[src/common/nvmsp_pkg.sv]
// Purpose: shared constants and types for the NVM self-programming controller
// Assumes: 32-bit AXI4-Lite register word per register
// Notes: command codes marked local are not fixed elsewhere
package nvmsp_pkg;
  // Pointer split
  localparam int WORD_MSB = 6;
  localparam int PAGE_MSB = 16;
  localparam int ZW = PAGE_MSB + 1;
  localparam int PGW = PAGE_MSB - WORD_MSB;
  localparam int EE_DEPTH = 32;
  localparam int EE_IW = 5;
  localparam int EE_PGW = 6;
  localparam logic [PGW-1:0] BOOT_PAGE_DEF = 10'h3C0;
  // Commands
  localparam logic [6:0] CMD_NOP = 7'h00;
  localparam logic [6:0] CMD_LD_FBUF = 7'h23;
  localparam logic [6:0] CMD_ER_FBUF = 7'h26;
  localparam logic [6:0] CMD_ER_FPG = 7'h2B;
  localparam logic [6:0] CMD_WR_FPG = 7'h2E;
  localparam logic [6:0] CMD_EW_FPG = 7'h2F;
  localparam logic [6:0] CMD_RANGE_CRC = 7'h3A;
  localparam logic [6:0] CMD_ER_APP = 7'h20;
  localparam logic [6:0] CMD_ER_APP_PG = 7'h22;
  localparam logic [6:0] CMD_WR_APP_PG = 7'h24;
  localparam logic [6:0] CMD_EW_APP_PG = 7'h25;
  localparam logic [6:0] CMD_WR_BOOT_PG = 7'h2C;
  localparam logic [6:0] CMD_EW_BOOT_PG = 7'h2D;
  localparam logic [6:0] CMD_ER_USIG = 7'h18;
  localparam logic [6:0] CMD_WR_USIG = 7'h1A;
  // Local codes
  localparam logic [6:0] CMD_LD_EEBUF = 7'h33;
  localparam logic [6:0] CMD_ER_EEBUF = 7'h36;
  localparam logic [6:0] CMD_ER_EEPG = 7'h32;
  localparam logic [6:0] CMD_WR_EEPG = 7'h34;
  localparam logic [6:0] CMD_EW_EEPG = 7'h35;
  localparam logic [6:0] CMD_CHIP_ER = 7'h40;
  // Register map
  localparam logic [4:0] OFS_CMD = 5'h00;
  localparam logic [4:0] OFS_NVM_FIRST_CONTROL_REG = 5'h04;
  localparam logic [4:0] OFS_ADDR = 5'h08;
  localparam logic [4:0] OFS_DATA = 5'h0C;
  localparam logic [4:0] OFS_STATUS = 5'h10;
  localparam int EXEC_BIT = 0;
  localparam int ST_BUSY_BIT = 0;
  localparam int ST_ABORT_BIT = 1;
  localparam int ST_DENY_BIT = 2;
  localparam logic [ZW-1:0] ADDR_RST = 17'h00000;
  localparam logic [1:0] RESP_OKAY = 2'h0;
  localparam logic [1:0] RESP_SLVERR = 2'h2;
  typedef enum logic [3:0] {
    ST_IDLE = 4'h1, ST_PROG = 4'h2, ST_CRC = 4'h4, ST_EE = 4'h8
  } nvmsp_state_t;
  typedef struct packed {
    logic [6:0] cmd;
    logic [PGW-1:0] page;
    logic [WORD_MSB-1:0] word;
  } nvmsp_freq_t;
  typedef struct packed {
    logic [6:0] cmd;
    logic [EE_PGW-1:0] page;
    logic [EE_DEPTH-1:0] mask;
    logic [8*EE_DEPTH-1:0] data;
  } nvmsp_eereq_t;
endpackage

[src/hw/nvmsp_ctrl.sv]
// Purpose: NVM controller for self-programming and EEPROM page programming
// Assumes: flash, EEPROM and CRC engine are outside; CPU strobes on CLK
// Notes: registers over AXI4-Lite, one write and one read in flight
//
// Overview of operation
// (RULE_01) Requester erases EEPROM locations before writing them from the buffer.
// (RULE_02) Requester loads the EEPROM buffer before any page erase or write.
// (RULE_03) EEPROM: fill, erase, write; or fill then atomic erase-and-write.
// (RULE_04) Power-on detector on while programming; brownout forced on in debug or chip erase. Code enables the detector in ST_PROG only, not in ST_EE.
// (RULE_05) Supply dropping to a watched level aborts programming at once.
// (RULE_06) Requester restarts programming after an abort once supply is good.
// (RULE_07) Range CRC always reads an even number of bytes.
// (RULE_08) Boot code may read and write flash, user row and EEPROM.
// (RULE_09) Application code only reads flash, rows and fuses; EEPROM read/write allowed.
// (RULE_10) Boot code may program any page, its own section included.
// (RULE_11) Application page operation halts CPU; boot section stays readable.
// (RULE_12) Boot page operation halts CPU; nothing readable.
// (RULE_13) User row operations behave like boot page operations.
// (RULE_14) Word in page taken from pointer bits one to word top bit.
// (RULE_15) Page number taken from pointer bits above the word field.
// (RULE_16) Pointer bit zero selects low or high byte of a read.
// (RULE_17) Target address latched at start; pointer free afterwards.
// (RULE_18) Action on execute bit, reads on load instr, writes on store instr.
// (RULE_19) CPU triggers need the unlock sequence; debug port requests do not.
// (RULE_20) Busy blocks writes to command, control, address and data registers.
// (RULE_21) Loaded EEPROM buffer bytes are marked; page ops touch only marked bytes.
// (RULE_22) Erasing the EEPROM buffer clears all marks.
//
// The address map and the AXI4-Lite slave port were chosen for this implementation.
`timescale 1ns/100ps
`default_nettype none
module nvmsp_ctrl import nvmsp_pkg::*; #(
  parameter int ADDR_W = 8,
  parameter logic [PGW-1:0] BOOT_PAGE = BOOT_PAGE_DEF
) (
  // Clock and reset
  input wire logic CLK,
  input wire logic RST_B,
  // AXI4-Lite slave
  input wire logic S_AXI_AWVALID,
  output logic S_AXI_AWREADY,
  input wire logic [ADDR_W-1:0] S_AXI_AWADDR,
  input wire logic S_AXI_WVALID,
  output logic S_AXI_WREADY,
  input wire logic [31:0] S_AXI_WDATA,
  input wire logic [3:0] S_AXI_WSTRB,
  output logic S_AXI_BVALID,
  input wire logic S_AXI_BREADY,
  output logic [1:0] S_AXI_BRESP,
  input wire logic S_AXI_ARVALID,
  output logic S_AXI_ARREADY,
  input wire logic [ADDR_W-1:0] S_AXI_ARADDR,
  output logic S_AXI_RVALID,
  input wire logic S_AXI_RREADY,
  output logic [31:0] S_AXI_RDATA,
  output logic [1:0] S_AXI_RRESP,
  // CPU side
  input wire logic IN_BOOT,
  input wire logic PDI_REQ,
  input wire logic PDI_EN,
  input wire logic CCP_OPEN,
  input wire logic LOAD_INSTR,
  input wire logic STORE_INSTR,
  input wire logic [ZW-1:0] Z_PTR,
  input wire logic [15:0] STORE_DATA,
  output logic [7:0] RD_BYTE,
  output logic RD_VLD,
  output logic CPU_HALT,
  // Flash array
  output nvmsp_freq_t FL_REQ,
  output logic FL_START,
  output logic [15:0] FL_WDATA,
  output logic FL_ABORT,
  input wire logic FL_DONE,
  output logic [ZW-2:0] FL_RADDR,
  input wire logic [15:0] FL_RDATA,
  output logic BOOT_RD_EN,
  output logic APP_RD_EN,
  // EEPROM array
  output nvmsp_eereq_t EE_REQ,
  output logic EE_START,
  input wire logic EE_DONE,
  // CRC engine
  output logic [7:0] CRC_BYTE,
  output logic CRC_VLD,
  // Supply monitor
  input wire logic POT_LOW,
  input wire logic BOD_LOW,
  output logic POT_DET_EN,
  output logic BOD_FORCE
);
  nvmsp_state_t st_q, st_d;
  logic aw_have_q, w_have_q, chip_q, tgt_boot_q, tb_d;
  logic [ADDR_W-1:0] awaddr_q;
  logic [31:0] wdata_q, cur_w, wd, rd_val;
  logic [3:0] wstrb_q;
  logic [6:0] cmd_q;
  logic [ZW-1:0] addr_q, data_q, crc_ptr_q, crc_last_q;
  logic abort_q, deny_q, rd_pend_q, rd_sel_q, crc_pend_q, crc_sel_q;
  logic [ZW-1:0] crc_cnt_q;
  logic pot_low_s, bod_low_s;
  logic [EE_DEPTH-1:0] ee_tag;
  logic [8*EE_DEPTH-1:0] ee_data;

  function automatic logic [31:0] mrg(input logic [31:0] o, input logic [31:0] n,
                                      input logic [3:0] s);
    for (int i = 0; i < 4; i++) mrg[i*8 +: 8] = s[i] ? n[i*8 +: 8] : o[i*8 +: 8];
  endfunction

  function automatic logic [31:0] rmux(input logic [4:0] a);
    case (a)
      OFS_CMD: rmux = {25'h0, cmd_q};
      OFS_ADDR: rmux = {15'h0, addr_q};
      OFS_DATA: rmux = {15'h0, data_q};
      OFS_STATUS: rmux = {29'h0, deny_q, abort_q, st_q != ST_IDLE};
      default: rmux = 32'h0;
    endcase
  endfunction

  // Supply pins are asynchronous
  nvmsp_sync #(.W(2)) u_sync (
    .clk(CLK), .rst_b(RST_B), .din({POT_LOW, BOD_LOW}), .dout({pot_low_s, bod_low_s})
  );

  // Decode
  wire busy = (st_q != ST_IDLE) | crc_pend_q;
  wire wr_go = aw_have_q & w_have_q & ~S_AXI_BVALID;
  wire [4:0] wofs = awaddr_q[4:0];
  wire wmap = (awaddr_q[ADDR_W-1:5] == '0) & (wofs[1:0] == 2'h0) & (wofs <= OFS_STATUS);
  wire wok = wr_go & wmap & ~(busy & (wofs != OFS_STATUS)); // [RULE_20]
  wire [4:0] rofs = S_AXI_ARADDR[4:0];
  wire rmap = (S_AXI_ARADDR[ADDR_W-1:5] == '0) & (rofs[1:0] == 2'h0) & (rofs <= OFS_STATUS);
  assign cur_w = rmux(wofs);
  assign wd = mrg(cur_w, wdata_q, wstrb_q);
  assign rd_val = rmux(rofs);

  // Pointer split
  wire [PGW-1:0] z_page = Z_PTR[PAGE_MSB:WORD_MSB+1]; // [RULE_15]
  wire [WORD_MSB-1:0] z_word = Z_PTR[WORD_MSB:1]; // [RULE_14]

  wire is_fpg = cmd_q inside {CMD_ER_FPG, CMD_WR_FPG, CMD_EW_FPG};
  wire is_boot = cmd_q inside {CMD_WR_BOOT_PG, CMD_EW_BOOT_PG, CMD_ER_USIG, CMD_WR_USIG};
  wire is_fw = is_fpg | is_boot |
               (cmd_q inside {CMD_ER_APP, CMD_ER_APP_PG, CMD_WR_APP_PG, CMD_EW_APP_PG});
  wire is_eepg = cmd_q inside {CMD_ER_EEPG, CMD_WR_EEPG, CMD_EW_EEPG};
  wire prot_ok = PDI_REQ | CCP_OPEN; // [RULE_19]
  wire priv_ok = PDI_REQ | IN_BOOT; // [RULE_08] [RULE_09]
  wire st_go = STORE_INSTR & ~busy; // [RULE_18]
  wire fl_go = st_go & is_fw & prot_ok & priv_ok; // [RULE_10]
  wire ee_go = st_go & is_eepg & prot_ok; // [RULE_03]
  wire deny = st_go & ((is_fw & ~(prot_ok & priv_ok)) | (is_eepg & ~prot_ok) |
              ((cmd_q == CMD_LD_FBUF) & ~priv_ok));
  wire fbuf_ld = st_go & (cmd_q == CMD_LD_FBUF) & priv_ok;
  wire eebuf_ld = st_go & (cmd_q == CMD_LD_EEBUF);
  wire act_go = wok & (wofs == OFS_NVM_FIRST_CONTROL_REG) & wd[EXEC_BIT] & prot_ok; // [RULE_18]
  wire crc_go = act_go & (cmd_q == CMD_RANGE_CRC);
  wire fbuf_er = act_go & (cmd_q == CMD_ER_FBUF);
  wire eebuf_er = act_go & (cmd_q == CMD_ER_EEBUF);
  wire chip_go = act_go & (cmd_q == CMD_CHIP_ER) & PDI_REQ;
  wire sup_bad = pot_low_s | (BOD_FORCE & bod_low_s); // [RULE_05]
  wire ee_clr = eebuf_er | ((st_q == ST_EE) & EE_DONE & ~sup_bad &
                (EE_REQ.cmd != CMD_ER_EEPG)); // [RULE_22]
  wire rd_ok = (st_q == ST_IDLE) | ((st_q == ST_PROG) & ~tgt_boot_q & (z_page >= BOOT_PAGE));
  wire ld_go = LOAD_INSTR & rd_ok & (cmd_q == CMD_NOP); // [RULE_18]

  nvmsp_eebuf u_eebuf (
    .clk(CLK), .rst_b(RST_B), .ld(eebuf_ld), .idx(Z_PTR[EE_IW-1:0]), .din(STORE_DATA[7:0]),
    .clr(ee_clr), .tag(ee_tag), .data(ee_data)
  );

  // Sequencer
  always_comb begin
    st_d = st_q;
    tb_d = tgt_boot_q;
    unique case (st_q)
      ST_IDLE: begin
        if (fl_go | chip_go) begin
          st_d = ST_PROG;
          tb_d = chip_go | is_boot | (is_fpg & (z_page >= BOOT_PAGE)); // [RULE_13]
        end else if (crc_go) begin
          st_d = ST_CRC;
        end else if (ee_go) begin
          st_d = ST_EE;
        end
      end
      ST_PROG: if (sup_bad | FL_DONE) st_d = ST_IDLE; // [RULE_05]
      ST_CRC: if (crc_ptr_q == crc_last_q) st_d = ST_IDLE;
      ST_EE: if (sup_bad | EE_DONE) st_d = ST_IDLE;
      default: st_d = ST_IDLE;
    endcase
  end

  always_ff @(posedge CLK or negedge RST_B) begin
    if (!RST_B) begin
      st_q <= ST_IDLE;
      tgt_boot_q <= 1'b0;
      chip_q <= 1'b0;
    end else begin
      st_q <= st_d;
      tgt_boot_q <= tb_d;
      if (st_q == ST_IDLE && (fl_go || chip_go)) chip_q <= chip_go;
    end
  end

  // Halt, read gating and supply detectors follow the next state
  always_ff @(posedge CLK or negedge RST_B) begin
    if (!RST_B) begin
      CPU_HALT <= 1'b0;
      BOOT_RD_EN <= 1'b1;
      APP_RD_EN <= 1'b1;
      POT_DET_EN <= 1'b0;
      BOD_FORCE <= 1'b0;
    end else begin
      CPU_HALT <= (st_d == ST_PROG) | (st_d == ST_CRC); // [RULE_11] [RULE_12]
      BOOT_RD_EN <= ~((st_d == ST_PROG) & tb_d); // [RULE_11] [RULE_12] [RULE_13]
      APP_RD_EN <= st_d != ST_PROG;
      POT_DET_EN <= st_d == ST_PROG; // [RULE_04]
      BOD_FORCE <= PDI_EN | ((st_d == ST_PROG) & (chip_go | chip_q)); // [RULE_04]
    end
  end

  // Flash and EEPROM requests; address latched at start
  always_ff @(posedge CLK or negedge RST_B) begin
    if (!RST_B) begin
      FL_REQ <= '0;
      FL_START <= 1'b0;
      FL_WDATA <= 16'hFFFF;
      FL_ABORT <= 1'b0;
      EE_REQ <= '0;
      EE_START <= 1'b0;
    end else begin
      FL_START <= fl_go | chip_go | fbuf_ld | fbuf_er;
      if (fl_go | fbuf_ld) FL_REQ <= '{cmd: cmd_q, page: z_page, word: z_word}; // [RULE_17]
      else if (chip_go | fbuf_er) FL_REQ <= '{cmd: cmd_q, page: '0, word: '0};
      if (fbuf_ld) FL_WDATA <= STORE_DATA;
      FL_ABORT <= ((st_q == ST_PROG) | (st_q == ST_EE)) & sup_bad; // [RULE_05]
      EE_START <= ee_go;
      if (ee_go) begin
        EE_REQ <= '{cmd: cmd_q, page: Z_PTR[EE_IW+EE_PGW-1:EE_IW], mask: ee_tag,
                    data: ee_data}; // [RULE_21]
      end
    end
  end

  // Byte reads and CRC feed share the read port; CRC holds the CPU so they never meet
  always_ff @(posedge CLK or negedge RST_B) begin
    if (!RST_B) begin
      FL_RADDR <= '0;
      rd_pend_q <= 1'b0;
      rd_sel_q <= 1'b0;
      crc_pend_q <= 1'b0;
      crc_sel_q <= 1'b0;
      crc_ptr_q <= ADDR_RST;
      crc_last_q <= ADDR_RST;
    end else begin
      rd_pend_q <= ld_go;
      crc_pend_q <= st_q == ST_CRC;
      if (ld_go) begin
        FL_RADDR <= Z_PTR[ZW-1:1];
        rd_sel_q <= Z_PTR[0]; // [RULE_16]
      end else if (st_q == ST_CRC) begin
        FL_RADDR <= crc_ptr_q[ZW-1:1];
        crc_sel_q <= crc_ptr_q[0];
        crc_ptr_q <= crc_ptr_q + 1'b1;
      end
      if (crc_go) begin
        crc_ptr_q <= addr_q;
        crc_last_q <= addr_q + ((data_q - addr_q) | ZW'(1)); // [RULE_07]
      end
    end
  end

  always_ff @(posedge CLK or negedge RST_B) begin
    if (!RST_B) begin
      RD_BYTE <= 8'h00;
      RD_VLD <= 1'b0;
      CRC_BYTE <= 8'h00;
      CRC_VLD <= 1'b0;
    end else begin
      RD_VLD <= rd_pend_q;
      if (rd_pend_q) RD_BYTE <= rd_sel_q ? FL_RDATA[15:8] : FL_RDATA[7:0]; // [RULE_16]
      CRC_VLD <= crc_pend_q;
      if (crc_pend_q) CRC_BYTE <= crc_sel_q ? FL_RDATA[15:8] : FL_RDATA[7:0];
    end
  end

  // Registers; status flags: set wins over clear
  always_ff @(posedge CLK or negedge RST_B) begin
    if (!RST_B) begin
      cmd_q <= CMD_NOP;
      addr_q <= ADDR_RST;
      data_q <= ADDR_RST;
      abort_q <= 1'b0;
      deny_q <= 1'b0;
    end else begin
      if (wok && wofs == OFS_CMD) cmd_q <= wd[6:0]; // [RULE_20]
      if (wok && wofs == OFS_ADDR) addr_q <= wd[ZW-1:0];
      if (wok && wofs == OFS_DATA) data_q <= wd[ZW-1:0];
      abort_q <= FL_ABORT | (abort_q & ~(wok && wofs == OFS_STATUS && wd[ST_ABORT_BIT]));
      deny_q <= deny | (deny_q & ~(wok && wofs == OFS_STATUS && wd[ST_DENY_BIT]));
    end
  end

  // AXI4-Lite write and read channels
  always_ff @(posedge CLK or negedge RST_B) begin
    if (!RST_B) begin
      S_AXI_AWREADY <= 1'b1;
      S_AXI_WREADY <= 1'b1;
      aw_have_q <= 1'b0;
      w_have_q <= 1'b0;
      awaddr_q <= '0;
      wdata_q <= 32'h0;
      wstrb_q <= 4'h0;
      S_AXI_BVALID <= 1'b0;
      S_AXI_BRESP <= RESP_OKAY;
    end else begin
      if (S_AXI_AWVALID && S_AXI_AWREADY) begin
        S_AXI_AWREADY <= 1'b0;
        aw_have_q <= 1'b1;
        awaddr_q <= S_AXI_AWADDR;
      end
      if (S_AXI_WVALID && S_AXI_WREADY) begin
        S_AXI_WREADY <= 1'b0;
        w_have_q <= 1'b1;
        wdata_q <= S_AXI_WDATA;
        wstrb_q <= S_AXI_WSTRB;
      end
      if (wr_go) begin
        aw_have_q <= 1'b0;
        w_have_q <= 1'b0;
        S_AXI_BVALID <= 1'b1;
        S_AXI_BRESP <= wok ? RESP_OKAY : RESP_SLVERR;
      end else if (S_AXI_BVALID && S_AXI_BREADY) begin
        S_AXI_BVALID <= 1'b0;
        S_AXI_AWREADY <= 1'b1;
        S_AXI_WREADY <= 1'b1;
      end
    end
  end

  always_ff @(posedge CLK or negedge RST_B) begin
    if (!RST_B) begin
      S_AXI_ARREADY <= 1'b1;
      S_AXI_RVALID <= 1'b0;
      S_AXI_RDATA <= 32'h0;
      S_AXI_RRESP <= RESP_OKAY;
    end else if (S_AXI_ARVALID && S_AXI_ARREADY) begin
      S_AXI_ARREADY <= 1'b0;
      S_AXI_RVALID <= 1'b1;
      S_AXI_RDATA <= rmap ? rd_val : 32'h0;
      S_AXI_RRESP <= rmap ? RESP_OKAY : RESP_SLVERR;
    end else if (S_AXI_RVALID && S_AXI_RREADY) begin
      S_AXI_RVALID <= 1'b0;
      S_AXI_ARREADY <= 1'b1;
    end
  end

  // Helper: bytes sent in the current CRC run
  always_ff @(posedge CLK or negedge RST_B) begin
    if (!RST_B) crc_cnt_q <= '0;
    else if (crc_go) crc_cnt_q <= '0;
    else if (CRC_VLD) crc_cnt_q <= crc_cnt_q + 1'b1;
  end
endmodule
`default_nettype wire

[src/hw/nvmsp_sync.sv]
// Purpose: two-stage synchroniser for pin levels
// Assumes: slow levels only
// Notes: first stage feeds only the second
`timescale 1ns/100ps
`default_nettype none
module nvmsp_sync #(
  parameter int W = 2
) (
  input wire logic clk,
  input wire logic rst_b,
  input wire logic [W-1:0] din,
  output logic [W-1:0] dout
);
  logic [W-1:0] s1_q;
  for (genvar i = 0; i < W; i++) begin : g_bit
    always_ff @(posedge clk or negedge rst_b) begin
      if (!rst_b) begin
        s1_q[i] <= 1'b0;
        dout[i] <= 1'b0;
      end else begin
        s1_q[i] <= din[i];
        dout[i] <= s1_q[i];
      end
    end
  end
endmodule
`default_nettype wire

[src/hw/nvmsp_eebuf.sv]
// Purpose: EEPROM page buffer with per-byte target marks
// Assumes: one load or clear per cycle
// Notes: loads AND into the old value, as the array does
`timescale 1ns/100ps
`default_nettype none
module nvmsp_eebuf import nvmsp_pkg::*; #(
  parameter int DEPTH = EE_DEPTH,
  parameter int IW = EE_IW
) (
  input wire logic clk,
  input wire logic rst_b,
  input wire logic ld,
  input wire logic [IW-1:0] idx,
  input wire logic [7:0] din,
  input wire logic clr,
  output logic [DEPTH-1:0] tag,
  output logic [8*DEPTH-1:0] data
);
  logic [7:0] mem_q [DEPTH];
  for (genvar i = 0; i < DEPTH; i++) begin : g_ent
    always_ff @(posedge clk or negedge rst_b) begin
      if (!rst_b) begin
        mem_q[i] <= 8'hFF;
        tag[i] <= 1'b0;
      end else if (clr) begin
        mem_q[i] <= 8'hFF;
        tag[i] <= 1'b0; // [RULE_22]
      end else if (ld && idx == IW'(i)) begin
        mem_q[i] <= mem_q[i] & din;
        tag[i] <= 1'b1; // [RULE_21]
      end
    end
    assign data[i*8 +: 8] = mem_q[i];
  end
endmodule
`default_nettype wire

[config.mk]
export PLATFORM = sky130hd
export DESIGN_NAME = nvmsp_ctrl
export DESIGN_NICKNAME = d
export VERILOG_FILES = /design/src/common/nvmsp_pkg.sv /design/src/hw/nvmsp_ctrl.sv /design/src/hw/nvmsp_sync.sv /design/src/hw/nvmsp_eebuf.sv
export SDC_FILE = /design/constraint.sdc
export NUM_CORES = 2
export LEC_CHECK = 0
export ABC_AREA = 1
export ABC_CLOCK_PERIOD_IN_PS = 7640
export BUFFER_PORTS_ARGS = -buffer_cell sky130_fd_sc_hd__buf_4
export CORE_ASPECT_RATIO = 0.8
export CORE_MARGIN = 1
export CORE_UTILIZATION = 59
export CTS_CLUSTER_SIZE = 8
export DETAILED_ROUTE_END_ITERATION = 12
export HOLD_SLACK_MARGIN = 0.05
export PLACE_DENSITY = 0.84
export SLEW_MARGIN = 25
export SYNTH_ARGS = -nofsm -noshare
export SYNTH_HDL_FRONTEND = slang
export SYNTH_SLANG_ARGS = --single-unit
[constraint.sdc]
create_clock -name CLK -period 7.64 [get_ports CLK]
set_clock_uncertainty 0.15 [all_clocks]
set_input_delay 0.382 -clock CLK [delete_from_list [all_inputs] [get_ports CLK]]
set_output_delay 0.382 -clock CLK [all_outputs]
set_load 0.005 [all_outputs]
* After elaboration in Yosys (flattened, before gate mapping)
Cells that the tools add are included.
Widths: inputs -> output; s select.
** Storage, ports and cells
- Register bits :: 832
- Output and inout bits :: 423
- Logic and storage cells :: 574
** Cells by class
- Add/subtract/negate cells :: 3
- Order comparisons :: 3
- Eq/ne operators :: 70
- Multiplexer cells :: 170
- Bitwise operators :: 114
- Reduce and logical (&&, ||, !) cells :: 98
** Operator list (count)
- $mux 8 :: 68
- $and 8x8->8 :: 32
- $pmux 17 s4 :: 2
- $eq 7x6->1 const B :: 17
- $eq 5x5->1 const B :: 18
- $mux 1 :: 83
- $reduce_bool 2->1 :: 39
- $eq 5x4->1 const B :: 12
- $mux 17 :: 3
- $mux 23 :: 2
- $and 1x1->1 :: 45
- $logic_and 1x1->1 :: 44
- $mux 16 :: 2
- $mux 32 :: 1
- $eq 5x3->1 const B :: 5
- $or 1x1->1 :: 25
- $mux 4 :: 6
- $add 17x1->17 const B :: 1
- $add 17x17->17 :: 1
- $eq 17x17->1 :: 1
- $sub 17x17->17 :: 1
- $pmux 4 s4 :: 1
- $logic_not 5->1 :: 3
- $eq 7x5->1 const B :: 2
- 23 further kinds :: 44

* Depth between registers and ports, before layout
- Word-level depth :: 16
- Gate-level depth with buffers :: 22
- Gate-level depth less buffers :: 22

* Hierarchy
A second synthesis with hierarchy kept.
** Unflattened totals
- Cells, all modules :: 4158
- Area total of the unflattened synthesis :: 35680.5 sq um
** Modules (own cells, without submodules)
- nvmsp_ctrl :: instances 1, cells an instance 2831, area each 23632.7 sq um, sequential area each 13115.1 sq um
- nvmsp_eebuf :: instances 1, cells an instance 1323, area each 11947.7 sq um, sequential area each 7527.2 sq um
- nvmsp_sync :: instances 1, cells an instance 4, area each 100.1 sq um, sequential area each 100.1 sq um

* Least setup slack after synthesis
No wires, ideal clock.
- Kind :: register -> register
- Start :: register addr_q[1]
- End :: register crc_last_q[11]
- Setup time :: 120 ps
- Arrival time :: 2684 ps
- Slack :: 4686 ps
- Stages on the path, launching flop included :: 18
- Path buffers :: 0
- Period minus slack after synthesis :: 2954 ps
- Path through :: dfrtp_1 -> inv_1 -> fa_1 -> nand3_1 -> nand2_1 -> nand2_1 -> nand3_1 -> nand2_1 -> a31oi_1 -> xor2_1 -> ha_1 -> a21oi_1 -> o21ai_0 -> a21oi_1 -> nand2_1 -> xor2_1 -> o21ai_0 -> inv_1
** On the way
- Longest elaborated chain between the ends :: 2
** Ends and longest elaborated chain
- start: declaration :: line nvmsp_ctrl.sv:98 : logic [ZW-1:0] addr_q, data_q, crc_ptr_q, crc_last_q;
- start signal: assignment :: line nvmsp_ctrl.sv:297 : if (wok && wofs == OFS_ADDR) addr_q <= wd[ZW-1:0];
- $sub 17x17->17 :: line nvmsp_ctrl.sv:268 : crc_last_q <= addr_q + ((data_q - addr_q) | ZW'(1));
- $add 17x17->17 * :: line nvmsp_ctrl.sv:268
- end signal: assignment :: line nvmsp_ctrl.sv:268
- end: declaration :: line nvmsp_ctrl.sv:98
Every way passes the cells marked *; elsewhere a longest branch is shown, timed or not.
A chain may end at the register's enable or synchronous reset.

* Final worst setup path
- Start :: register crc_pend_q
- End :: register EE_REQ[208] in the netlist's numbering
** On the way
- Longest elaborated chain between the ends :: 5
** Ends and longest elaborated chain
- start: declaration :: line nvmsp_ctrl.sv:99 : logic abort_q, deny_q, rd_pend_q, rd_sel_q, crc_pend_q, crc_sel_q;
- start signal: assignment :: line nvmsp_ctrl.sv:251 : crc_pend_q <= 1'b0;
- start signal: assignment :: line nvmsp_ctrl.sv:257 : crc_pend_q <= st_q == ST_CRC;
- $or 1x1->1 :: line nvmsp_ctrl.sv:126 : wire busy = (st_q != ST_IDLE) | crc_pend_q;
- $not 1->1 :: line nvmsp_ctrl.sv:148 : wire st_go = STORE_INSTR & ~busy;
- $and 1x1->1 :: line nvmsp_ctrl.sv:148
- $and 1x1->1 (2 in series) :: line nvmsp_ctrl.sv:150 : wire ee_go = st_go & is_eepg & prot_ok;
- end signal: assignment :: line nvmsp_ctrl.sv:239 : EE_REQ <= '{cmd: cmd_q, page: Z_PTR[EE_IW+EE_PGW-1:EE_IW], mask: ee_tag,
- end: declaration :: line nvmsp_ctrl.sv:80 : output nvmsp_eereq_t EE_REQ,
No other way between the ends.

==> reports/qor.txt <==
Netlist cell types: 52
Peak supply drop: 244 uV
Count of final hold-check violations: 0
Die area: 59900 um^2
Cell area after synthesis: 34800 um^2
Register area: 20700 um^2
FP Rows: 79
Number of top-level pins: 541
Post_cts resized: 0
Die width: 273 um
Worst-margin pin slew: 1.23 ns
Via Count: 30301
Commonest cells after routing, fill and taps aside: 1280 x nand2_1, 537 x dfrtp_1, 515 x buf_4
Arr. time, crit path: 4.56 ns
Die Ht: 219 um
Reg2reg path depth: 8
RSZ-0062 raised after global routing: no
Crit-path most repeated cell: nand2_1
Worst stage delay on the critical path: 0.76 ns
RD Place Congestion: 0.972
Post-synthesis register bit count: 815
Grt ovf: 0
R2r endpoint: EE_REQ[208]
WL/cell: 21.2 um
Total GRT Usage: 0.365
Minimum clock period: 4.11 ns
Yosys warnings: 0
Layout cells sized above 1: 0.225
Fillers: 3906
Layout Nets: 4483
Vias in the first global route: 29469
Sequential share of the synthesized area: 0.596
Reg2reg setup slack: 3.53 ns
Crit-path cells: inv_1 -> nand3_2 -> nor2_2 -> nand2_4 -> buf_4 -> buf_12 -> nand2_1 -> nand2_1
Final slew viol count: 0
Worst-path fanout max: 202
Outcome: completed
Metal2 WL: 50.2 mm
EDFF count, synth: 0
Fin area: 42900 um^2
Mapped Cells: 3799
DP Wirelength: 66.0 mm
CTS Buf Count: 112
Syn avg cell area: 9.16 um^2
Clock buffer depth: 3
Residual DRC count: 0
Vias per inst: 5.83
Multi-input gate area: 12000 um^2
Max Used Layer: met5
Antenna viol nets, final: 0
Synth top area cells: dfrtp_1 39%, dfstp_2 21%, nand2_1 14%, nand3_1 5.3%, o21ai_0 5.1%
Maxcap violations: 0
Synth area leader: dfrtp_1
FFs w/ async S/R, synth: 1.00
Hold Crit Class: in -> reg
Fmax achieved: 243 MHz
Final WL: 110 mm
Core area: 58200 um^2
Top-area cell type share of the netlist area: 0.386
CP max stage cell: dfrtp_1
Prevailing post-synth register cell: dfrtp_1
Worst-path clk slew: 0.06 ns
First-pass GRT wire length: 168 mm
CTS tree: built
Setup tns final: 0 ns
Initial antenna violation count: 3
P per Cell Area: 251 nW/um^2
Crit start category: flip-flop
Cell area after placement: 38700 um^2
Final period util: 0.538
Critical Path End Type: flip-flop
WL met1: 44.0 mm
H-tree depth: 3
Worst r2r src: crc_pend_q
CTS sink cnt: 815
Largest net degree at the start of global routing: 203
Leak Pwr: 0.0232 uW
Initial DRC Count: 3684
Hold Startpoint: STORE_DATA[6]
Commonest non-fill, non-tap cell in the layout: nand2_1
Cell family with most CP delay: buffers and inverters
WHS Endpoint: FL_WDATA[6]
Layout area overhead: 23.4%
Skew-Pair Late Insertion Delay: 0.67 ns
Routed wl met3: 11.2 mm
Starting Density: 0.598
Critical setup path kind: reg -> reg
Slew margin rel.: 0.183
Pre-antenna DRT Iters: 6
CP Buf/Inv Count: 3
Worst EP required: 8.08 ns
IO buf count: 507
Root buffer cell: clkbuf_16
Worst Hold Depth: 3
Final setup viols: 0
# diodes: 0
where the power goes:
part	switching (uW)	internal [uW]	leakage, uW
combinational	830	536	0.0117
clock	1870	2780	0.00154
sequential	216	4540	0.00987
per-stage QoR:
step                      instances  total power (uW)  setup slack, ns  hold WS, ns   util
after floorplan                3815              5470             4.69      -0.0636      -
after global placement         4888              6020             3.76        0.187  0.664
after detailed placement       4889              6050             3.71        0.190  0.664
after CTS                      5191             10700             3.66       0.0508  0.737
after global routing           5193             11100             3.32       0.0528  0.738
final                          5193             10800             3.53       0.0850  0.738
synth_stat cells (15+ instances only):
library cell,n
o21ai_1,63
buf_4,22
nor3_1,15
buf_2,61
nand4_1,22
buf_6,32
o22ai_1,26
o211ai_1,16
o21ai_0,355
dfrtp_1,537
clkbuf_1,102
ha_1,31
a21oi_1,93
nand2_4,21
nand3_1,366
xor2_1,40
nor2_1,99
inv_1,222
dfstp_2,278
nand2_1,1283
registers in the layout, indices dropped and copies added (netlist names), 23 cells and up:
signal,cells
FL_REQ,23
u_eebuf.tag,32
EE_REQ,301
u_eebuf.data,256
worst min-delay path, stage by stage:
cell     delay (ns)
buf_4          0.31
nand2_1        0.14
nand2_1        0.05
worst max-delay path by stage:
stage | from | endpoint | cells past startpoint
after floorplan | addr_q[1] | crc_last_q[11] | 17
after global placement | crc_pend_q | EE_REQ[272] | 7
after detailed placement | crc_pend_q | EE_REQ[279] | 7
after CTS | crc_pend_q | EE_REQ[208] | 8
after global routing | crc_pend_q | EE_REQ[184] | 8
final | crc_pend_q | EE_REQ[208] | 8
kinds of logic after synthesis:
kind of cell             after synthesis  share of synthesized area
AND/OR/NAND/NOR                     1845                      0.225
multiplexers                          13                    0.00378
adder cells (fa/ha/maj)               33                     0.0123
XOR/XNOR                              54                     0.0136
flip-flops                           815                      0.596
other                                  1                   0.000108
buffers and inverters                455                     0.0609
AO/OA/AOI/OAI                        583                     0.0885
layer usage:
| layer | vias up | track usage |
|---|---|---|
| li1 | 13368 | - |
| met1 | 14840 | 0.498 |
| met2 | 1755 | 0.550 |
| met3 | 334 | 0.0982 |
| met4 | 4 | 0.165 |
| met5 | - | 0 |
cell type report:
| class | count | area share |
|---|---|---|
| Sequential cell | 815 | 0.483 |
| Multi-Input combinational cell | 2545 | 0.279 |
| Timing Repair Buffer | 623 | 0.118 |
| Clock buffer | 201 | 0.0740 |
| Tap cell | 769 | 0.0224 |
| Inverter | 235 | 0.0207 |
| Clock inverter | 5 | 0.00201 |
timing repair:
item                       in CTS  in global routing
setup buffers                   0                  0
hold endpoints to repair      178                  0
hold buffers                   96                  0
setup endpoints to repair       0                  0
No activity file was read; power rests on OpenSTA's default activity.
